--- src/fsc_pkg.sv ---
/*
  Constants for the fast system call register logic: register addresses,
  field positions and selector offsets.
  Assumes a core that presents decoded instructions and register accesses.
*/
// Behaviour
// - Entry loads code selector; stack selector plus 8
// - Return to 32-bit copies return selector
// - Return to 64-bit: code selector plus 16
// - Return stack selector always return field plus 8
// - Low 32 bits: entry target outside long mode
// - Long mode target from long or compat pointer
// - Non-canonical pointer write raises protection fault
// - Long mode entry clears flag bits selected by mask
// - Target privilege not checked; fixed 0 and 3
// - Fixed selector and hidden segment state loaded
// - Legacy entry/exit in long mode: undefined opcode
// - Legacy entry uses registers 174h, 175h, 176h
// - Long mode exchange swaps saved kernel base with aux base
// - Exchange needs no register or memory operands
// - Target config fully readable and writable
package fsc_pkg;
  // ==========================================================
  // Register addresses
  localparam logic [31:0] ADDR_LEG_CS   = 32'h0000_0174;
  localparam logic [31:0] ADDR_LEG_SP   = 32'h0000_0175;
  localparam logic [31:0] ADDR_LEG_IP   = 32'h0000_0176;
  localparam logic [31:0] ADDR_KBASE    = 32'hC000_0102;
  localparam logic [31:0] ADDR_TARGET   = 32'hC000_0081;
  localparam logic [31:0] ADDR_LPTR     = 32'hC000_0082;
  localparam logic [31:0] ADDR_CPTR     = 32'hC000_0083;
  localparam logic [31:0] ADDR_FMASK    = 32'hC000_0084;
  // ==========================================================
  // Field positions, selector offsets, reset value, privilege levels and address width
  localparam int          RET_SEL_LSB   = 48;
  localparam int          ENT_SEL_LSB   = 32;
  localparam logic [15:0] SEL_STEP_SS   = 16'h0008;
  localparam logic [15:0] SEL_STEP_CS64 = 16'h0010;
  localparam logic [63:0] RESET_VAL     = 64'h0000_0000_0000_0000;
  localparam logic [1:0]  PRIV_KERNEL   = 2'h0;
  localparam logic [1:0]  PRIV_USER     = 2'h3;
  localparam int          VA_BITS       = 48;
  // Operation codes presented by the core
  typedef enum logic [2:0] {
    FSC_OP_NONE    = 3'h0,
    FSC_OP_ENTRY   = 3'h1,
    FSC_OP_RETURN  = 3'h3,
    FSC_OP_LENTRY  = 3'h2,
    FSC_OP_LEXIT   = 3'h6,
    FSC_OP_XCHG    = 3'h7
  } fsc_op_t;
endpackage : fsc_pkg

--- src/fsc_core.sv ---
/*
  Fast system call register logic: model registers, selector and target
  generation, flag masking, kernel base exchange and fault reporting.
  Assumes the core issues at most one operation or register access per cycle.
*/
`timescale 1ns/1ns
module fsc_core
(
  // Clock and reset
  input  wire logic              sys_clk_i,
  input  wire logic              nrst_i,
  // Model register access
  input  wire logic              msr_wr_i,
  input  wire logic              msr_rd_i,
  input  wire logic [31:0]       msr_addr_i,
  input  wire logic [63:0]       msr_wdata_i,
  output logic      [63:0]       msr_rdata_o,
  output logic                   msr_ack_o,
  output logic                   protection_fault_o,
  // Operation request
  input  wire logic              op_valid_i,
  input  wire fsc_pkg::fsc_op_t  op_i,
  input  wire logic              long_mode_i,
  input  wire logic              caller_64_i,
  input  wire logic              ret_to_64_i,
  input  wire logic [63:0]       flag_word_i,
  input  wire logic [63:0]       aux_base_i,
  // Operation result
  output logic                   res_valid_o,
  output logic                   undefined_opcode_fault_o,
  output logic      [15:0]       code_sel_o,
  output logic      [15:0]       stack_sel_o,
  output logic      [1:0]        current_privilege_level_o,
  output logic                   flat_seg_load_o,
  output logic      [63:0]       target_ip_o,
  output logic      [63:0]       stack_ptr_o,
  output logic      [63:0]       flag_word_o,
  output logic                   aux_base_we_o,
  output logic      [63:0]       aux_base_o
);
  // ==========================================================
  // Registers
  logic [63:0] leg_cs_q, leg_sp_q, leg_ip_q, kbase_q;
  logic [63:0] target_q, lptr_q, cptr_q, fmask_q;
  logic        canon_ok;
  logic        ptr_wr;
  logic        xchg;
  logic [15:0] ent_sel, ret_sel;

  // Address is canonical when bits 63:47 all match
  assign canon_ok = (&msr_wdata_i[63:fsc_pkg::VA_BITS-1])
                  | ~(|msr_wdata_i[63:fsc_pkg::VA_BITS-1]);
  assign ptr_wr   = msr_wr_i && (msr_addr_i == fsc_pkg::ADDR_LPTR
                                 || msr_addr_i == fsc_pkg::ADDR_CPTR);
  assign xchg     = op_valid_i && op_i == fsc_pkg::FSC_OP_XCHG && long_mode_i;
  assign ent_sel  = target_q[fsc_pkg::ENT_SEL_LSB +: 16];
  assign ret_sel  = target_q[fsc_pkg::RET_SEL_LSB +: 16];

  // Register writes; pointer writes that are non-canonical are dropped
  always_ff @(posedge sys_clk_i or negedge nrst_i)
  begin
    if (!nrst_i)
    begin
      leg_cs_q <= fsc_pkg::RESET_VAL;
      leg_sp_q <= fsc_pkg::RESET_VAL;
      leg_ip_q <= fsc_pkg::RESET_VAL;
      target_q <= fsc_pkg::RESET_VAL;
      lptr_q   <= fsc_pkg::RESET_VAL;
      cptr_q   <= fsc_pkg::RESET_VAL;
      fmask_q  <= fsc_pkg::RESET_VAL;
    end
    else if (msr_wr_i)
    begin
      case (msr_addr_i)
        fsc_pkg::ADDR_LEG_CS: leg_cs_q <= msr_wdata_i;
        fsc_pkg::ADDR_LEG_SP: leg_sp_q <= msr_wdata_i;
        fsc_pkg::ADDR_LEG_IP: leg_ip_q <= msr_wdata_i;
        fsc_pkg::ADDR_TARGET: target_q <= msr_wdata_i;
        fsc_pkg::ADDR_LPTR:   if (canon_ok) lptr_q <= msr_wdata_i;
        fsc_pkg::ADDR_CPTR:   if (canon_ok) cptr_q <= msr_wdata_i;
        fsc_pkg::ADDR_FMASK:  fmask_q  <= msr_wdata_i;
        default: ;
      endcase
    end
  end

  // Saved kernel base: exchange takes the aux base, software write otherwise
  always_ff @(posedge sys_clk_i or negedge nrst_i)
  begin
    if (!nrst_i)
      kbase_q <= fsc_pkg::RESET_VAL;
    else if (xchg)
      kbase_q <= aux_base_i;
    else if (msr_wr_i && msr_addr_i == fsc_pkg::ADDR_KBASE)
      kbase_q <= msr_wdata_i;
  end

  // Register read and access answer
  always_ff @(posedge sys_clk_i or negedge nrst_i)
  begin
    if (!nrst_i)
    begin
      msr_rdata_o        <= fsc_pkg::RESET_VAL;
      msr_ack_o          <= 1'b0;
      protection_fault_o <= 1'b0;
    end
    else
    begin
      msr_ack_o          <= msr_rd_i | msr_wr_i;
      protection_fault_o <= ptr_wr && !canon_ok;
      if (msr_rd_i)
      begin
        case (msr_addr_i)
          fsc_pkg::ADDR_LEG_CS: msr_rdata_o <= leg_cs_q;
          fsc_pkg::ADDR_LEG_SP: msr_rdata_o <= leg_sp_q;
          fsc_pkg::ADDR_LEG_IP: msr_rdata_o <= leg_ip_q;
          fsc_pkg::ADDR_KBASE:  msr_rdata_o <= kbase_q;
          fsc_pkg::ADDR_TARGET: msr_rdata_o <= target_q;
          fsc_pkg::ADDR_LPTR:   msr_rdata_o <= lptr_q;
          fsc_pkg::ADDR_CPTR:   msr_rdata_o <= cptr_q;
          fsc_pkg::ADDR_FMASK:  msr_rdata_o <= fmask_q;
          default:              msr_rdata_o <= fsc_pkg::RESET_VAL;
        endcase
      end
    end
  end

  // Operation results, one cycle after the request
  always_ff @(posedge sys_clk_i or negedge nrst_i)
  begin
    if (!nrst_i)
    begin
      res_valid_o               <= 1'b0;
      undefined_opcode_fault_o  <= 1'b0;
      code_sel_o                <= 16'h0000;
      stack_sel_o               <= 16'h0000;
      current_privilege_level_o <= fsc_pkg::PRIV_KERNEL;
      flat_seg_load_o           <= 1'b0;
      target_ip_o               <= fsc_pkg::RESET_VAL;
      stack_ptr_o               <= fsc_pkg::RESET_VAL;
      flag_word_o               <= fsc_pkg::RESET_VAL;
      aux_base_we_o             <= 1'b0;
      aux_base_o                <= fsc_pkg::RESET_VAL;
    end
    else
    begin
      res_valid_o              <= op_valid_i && op_i != fsc_pkg::FSC_OP_NONE;
      undefined_opcode_fault_o <= 1'b0;
      flat_seg_load_o          <= 1'b0;
      aux_base_we_o            <= 1'b0;
      if (op_valid_i)
      begin
        case (op_i)
          fsc_pkg::FSC_OP_ENTRY:
          begin
            code_sel_o                <= ent_sel;
            stack_sel_o               <= 16'(ent_sel + fsc_pkg::SEL_STEP_SS);
            current_privilege_level_o <= fsc_pkg::PRIV_KERNEL;
            flat_seg_load_o           <= 1'b1;
            if (!long_mode_i)
            begin
              target_ip_o <= {32'h0000_0000, target_q[31:0]};
              flag_word_o <= flag_word_i;
            end
            else
            begin
              target_ip_o <= caller_64_i ? lptr_q : cptr_q;
              flag_word_o <= flag_word_i & ~fmask_q;
            end
          end
          fsc_pkg::FSC_OP_RETURN:
          begin
            code_sel_o                <= ret_to_64_i
                                         ? 16'(ret_sel + fsc_pkg::SEL_STEP_CS64)
                                         : ret_sel;
            stack_sel_o               <= 16'(ret_sel + fsc_pkg::SEL_STEP_SS);
            current_privilege_level_o <= fsc_pkg::PRIV_USER;
            flat_seg_load_o           <= 1'b1;
          end
          fsc_pkg::FSC_OP_LENTRY:
          begin
            if (long_mode_i)
              undefined_opcode_fault_o <= 1'b1;
            else
            begin
              code_sel_o                <= leg_cs_q[15:0];
              stack_sel_o               <= 16'(leg_cs_q[15:0] + fsc_pkg::SEL_STEP_SS);
              target_ip_o               <= leg_ip_q;
              stack_ptr_o               <= leg_sp_q;
              current_privilege_level_o <= fsc_pkg::PRIV_KERNEL;
              flat_seg_load_o           <= 1'b1;
            end
          end
          fsc_pkg::FSC_OP_LEXIT:
          begin
            if (long_mode_i)
              undefined_opcode_fault_o <= 1'b1;
          end
          fsc_pkg::FSC_OP_XCHG:
          begin
            if (long_mode_i)
            begin
              aux_base_o    <= kbase_q;
              aux_base_we_o <= 1'b1;
            end
          end
          default: ;
        endcase
      end
    end
  end
endmodule : fsc_core

--- config.mk ---
export PLATFORM = sky130hd
export DESIGN_NAME = fsc_core
export DESIGN_NICKNAME = d
export VERILOG_FILES = /design/src/fsc_pkg.sv /design/src/fsc_core.sv
export SDC_FILE = /design/constraint.sdc
export NUM_CORES = 2
export LEC_CHECK = 0
export ABC_AREA = 0
export ABC_CLOCK_PERIOD_IN_PS = 4900
export BUFFER_PORTS_ARGS = -buffer_cell sky130_fd_sc_hd__buf_2
export CAP_MARGIN = 5
export CORE_MARGIN = 2
export CORE_UTILIZATION = 40
export CTS_BUF_LIST = sky130_fd_sc_hd__clkbuf_16
export DETAILED_ROUTE_END_ITERATION = 8
export HOLD_SLACK_MARGIN = 0.08
export PLACE_DENSITY_LB_ADDON = 0.08
export SETUP_SLACK_MARGIN = 0.1
export SYNTH_ARGS = -nofsm -noshare
export SYNTH_HDL_FRONTEND = slang
export SYNTH_SLANG_ARGS = --single-unit
export TNS_END_PERCENT = 100
--- constraint.sdc ---
create_clock -name sys_clk_i -period 4.9 [get_ports sys_clk_i]
set_clock_uncertainty 0.15 [all_clocks]
set_input_delay 1.225 -clock sys_clk_i [delete_from_list [all_inputs] [get_ports sys_clk_i]]
set_output_delay 1.225 -clock sys_clk_i [all_outputs]
set_load 0.02 [all_outputs]
==> summary.md <==
| Metric | Value |
|---|---|
| Post-route ant nets | `0` |
| Clk sink count | `868` |
| Global-route wire length before repair | `213000 um` |
| Vias in the first global route | `30400` |
| Largest net degree at the start of global routing | `129` |
| Cts hold-fix bufs | `0` |
| Share of layout cells above drive strength 1 | `30.0%` |
| Post-synth top flop | `dfrtp_1` |
| Initial DRC Count | `2308` |
| M1 WL | `67100 um` |
| NumNets Final | `4307` |
| Setup Fix Bufs, Post-CTS | `0` |
| Power Dens Cells | `366 mW/mm^2` |
| Yosys cell types | `59` |
| PostCTS Resize Cnt | `0` |
| Final hold vios | `0` |
| Fin crit period | `3.45 ns` |
| Clock buffer depth | `3` |
| Leakage power | `23.9 nW` |
| Hold Path Origin | `flag_word_o[14]` |
| Fin. max-slew vios | `0` |
| Clock slew at reported path FFs | `0.06 ns` |
| Design area | `0.0470 mm^2` |
| Die height | `318 um` |
| Fmax | `290 MHz` |
| Status | `complete, no violations` |
| Commonest non-fill, non-tap cell in the layout | `dfrtp_1` |
| 1st-pass router iterations | `5` |
| Clk Latency, worst-skew pair | `0.68 ns` |
| WL met2 | `65700 um` |
| Hold depth | `2` |
| Worst-Margin Slew | `1.05 ns` |
| CTS H-tree lvls | `3` |
| Vias/cell | `5.59` |
| Antenna violations before repair | `6` |
| Crit end category | `register` |
| Uppermost layer routed | `met5` |
| Tot GR Track Use | `28.1%` |
| Syn_nets | `3813` |
| Die Width | `318 um` |
| Max cap viols | `0` |
| Crit Reg-Reg Startpoint | `target_q[54]` |
| Hold Crit Endpoint | `flag_word_o[14]` |
| Met3 Wirelength | `8810 um` |
| Worst R2R End | `stack_sel_o[14]` |
| Clk root buf | `clkbuf_16` |
| DRC violations left | `0` |
| Final HPWL DP | `97300 um` |
| DRT Wirelength | `144000 um` |
| Core area | `0.0981 mm^2` |
| Relative slew slack | `30.1%` |
| Startpoint Class | `input port` |
| Row count | `115` |
| Synth-to-Final Area Change | `19.0%` |
| IO Port Bufs | `594` |
| Fraction of registers with async set/reset | `100%` |
| Crit-path most repeated cell | `buf_4` |
| Period utilization | `70.4%` |
| CP max stage delay | `0.68 ns` |
| Avg Inst Size Synth | `11.1 um^2` |
| Min-Delay Path Class | `reg2reg` |
| FF-to-FF path depth | `6` |
| Gr ovfl total | `0` |
| Syn Inst Count | `3575` |
| Post-synth EDFFs | `0` |
| Clock buffer count from CTS | `97` |
| Req. time, crit path | `5.30 ns` |
| Peak VDD IR | `0.263 mV` |
| Final setup fails | `0` |
| Initial cell density of the core | `40.3%` |
| Yosys reg bits | `868` |
| DP Area | `0.0440 mm^2` |
| Unrepaired setup endpoints after global routing | `no` |
| Crit path max fanout | `29` |
| Avg WL per Cell | `26.5 um` |
| TritonCTS clock tree | `built` |
| Critical path class | `in2reg` |
| R2R Setup Slk | `2.31 ns` |
| Sequential-to-total area share from yosys stat | `55.0%` |
| Worst path slowest cell | `or4_2` |
| I/O pin cnt | `595` |
| Die ar. | `0.101 mm^2` |
| Ys Warns | `0` |
| Arr. time, crit path | `3.85 ns` |
| Total number of vias | `30400` |
| RePlAce Congestion | `0.843` |
| Most frequent cells in the layout | `868 x dfrtp_1, 588 x buf_2, 525 x nand2_1` |
| Post-Route Setup TNS | `0 ns` |
| Synthesized area | `0.0395 mm^2` |
| CP Cell Sequence | `buf_2 > nand2b_1 > or4_2 > buf_4 > nor3_4 > buf_4 > mux2_2` |
## where the power goes
group / leakage, nW / internal, mW / switching (mW)
Clock: 1.54 / 4.02 / 3.07
Sequential: 11.7 / 7.66 / 0.369
Combinational: 10.7 / 0.631 / 1.46
## cells in the mapped netlist, drive strengths merged (2+ instances only)
| cell type | instances | area, um^2 |
|---|---|---|
| a211o | 2 | 17.5 |
| a211oi | 36 | 270 |
| a21o | 18 | 135 |
| a21oi | 245 | 1230 |
| a222oi | 28 | 280 |
| a22o | 36 | 315 |
| a22oi | 125 | 938 |
| a31oi | 3 | 18.8 |
| and2 | 37 | 231 |
| and3 | 3 | 18.8 |
| buf | 65 | 358 |
| clkbuf | 216 | 811 |
| dfrtp | 868 | 21700 |
| ha | 3 | 37.5 |
| inv | 7 | 26.3 |
| mux2 | 569 | 6410 |
| mux2i | 144 | 1440 |
| nand2 | 526 | 1970 |
| nand2b | 4 | 25.0 |
| nand3 | 73 | 365 |
| nand4 | 14 | 103 |
| nor2 | 256 | 973 |
| nor2b | 4 | 25.0 |
| nor3 | 11 | 66.3 |
| nor3b | 4 | 30.0 |
| nor4 | 12 | 90.1 |
| nor4b | 2 | 17.5 |
| o211ai | 4 | 30.0 |
| o21ai | 184 | 921 |
| o221ai | 3 | 26.3 |
| o2bb2ai | 28 | 245 |
| or2 | 3 | 18.8 |
| or3 | 5 | 31.3 |
| or3b | 3 | 26.3 |
| or4 | 2 | 15.0 |
| xnor2 | 13 | 114 |
| xor2 | 8 | 70.1 |
## through the flow
step / instances / setup WS (ns) / power, mW / hold slack [ns] / util, %
2_1_floorplan: 3575 / 1.37 / 9.13 / 0.309 / -
3_3_place_gp: 5257 / 0.836 / 10.2 / 0.294 / 44.8
3_5_place_dp: 5257 / 0.815 / 10.3 / 0.301 / 44.8
4_1_cts: 5437 / 1.51 / 17.4 / 0.314 / 47.9
5_1_grt: 5439 / 1.29 / 17.9 / 0.329 / 47.9
6_report: 5440 / 1.45 / 17.2 / 0.312 / 47.9
## metal layers
metal,up-vias,GRT usage (%)
met5,-,0
li1,13700,-
met4,4,6.34
met3,143,5.42
met1,15700,40.5
met2,937,44.0
## logic make-up after synthesis
group	synth area share, %
simple gates	10.3
fa+ha+maj	0.0950
buf+inv	3.03
flops	55.0
mux	19.9
compound gates	11.3
xor+xnor	0.465
## registers in the layout, indices dropped and copies added, names as in the netlist, 13 cells and up
name / count
flag_word_o: 64
kbase_q: 64
stack_ptr_o: 64
leg_sp_q: 64
code_sel_o: 16
cptr_q: 64
lptr_q: 64
leg_ip_q: 64
fmask_q: 64
target_ip_o: 64
leg_cs_q: 64
stack_sel_o: 13
aux_base_o: 64
msr_rdata_o: 64
target_q: 64
## critical path: cells and delay by family
kind | cells | cell delay, ns
and+or+nand+nor | 3 | 1.25
buffers and inverters | 3 | 0.90
muxes | 1 | 0.40
## layout make-up
type                    count  area, um^2
diodes                      3        7.51
clock buffers             101        2530
clock inverters            79         508
fillers                  9292       51100
inverters                   8        32.5
multi-input cells        2418       16700
flip-flops and latches    868       21700
well taps                1287        1610
repair buffers            676        3860
## how the worst max path moves through the flow
stage,from,end,slack (ns),cells past startpoint
after global placement,msr_addr_i[7],leg_cs_q[43],0.84,7
final,msr_addr_i[7],leg_cs_q[32],1.45,7
after CTS,msr_addr_i[7],leg_cs_q[32],1.51,7
after global routing,msr_addr_i[23],target_q[31],1.29,8
after floorplan,msr_addr_i[15],target_q[13],1.37,9
after detailed placement,msr_addr_i[7],leg_cs_q[32],0.82,7
Note: power is estimated with default switching activity, not from simulation.
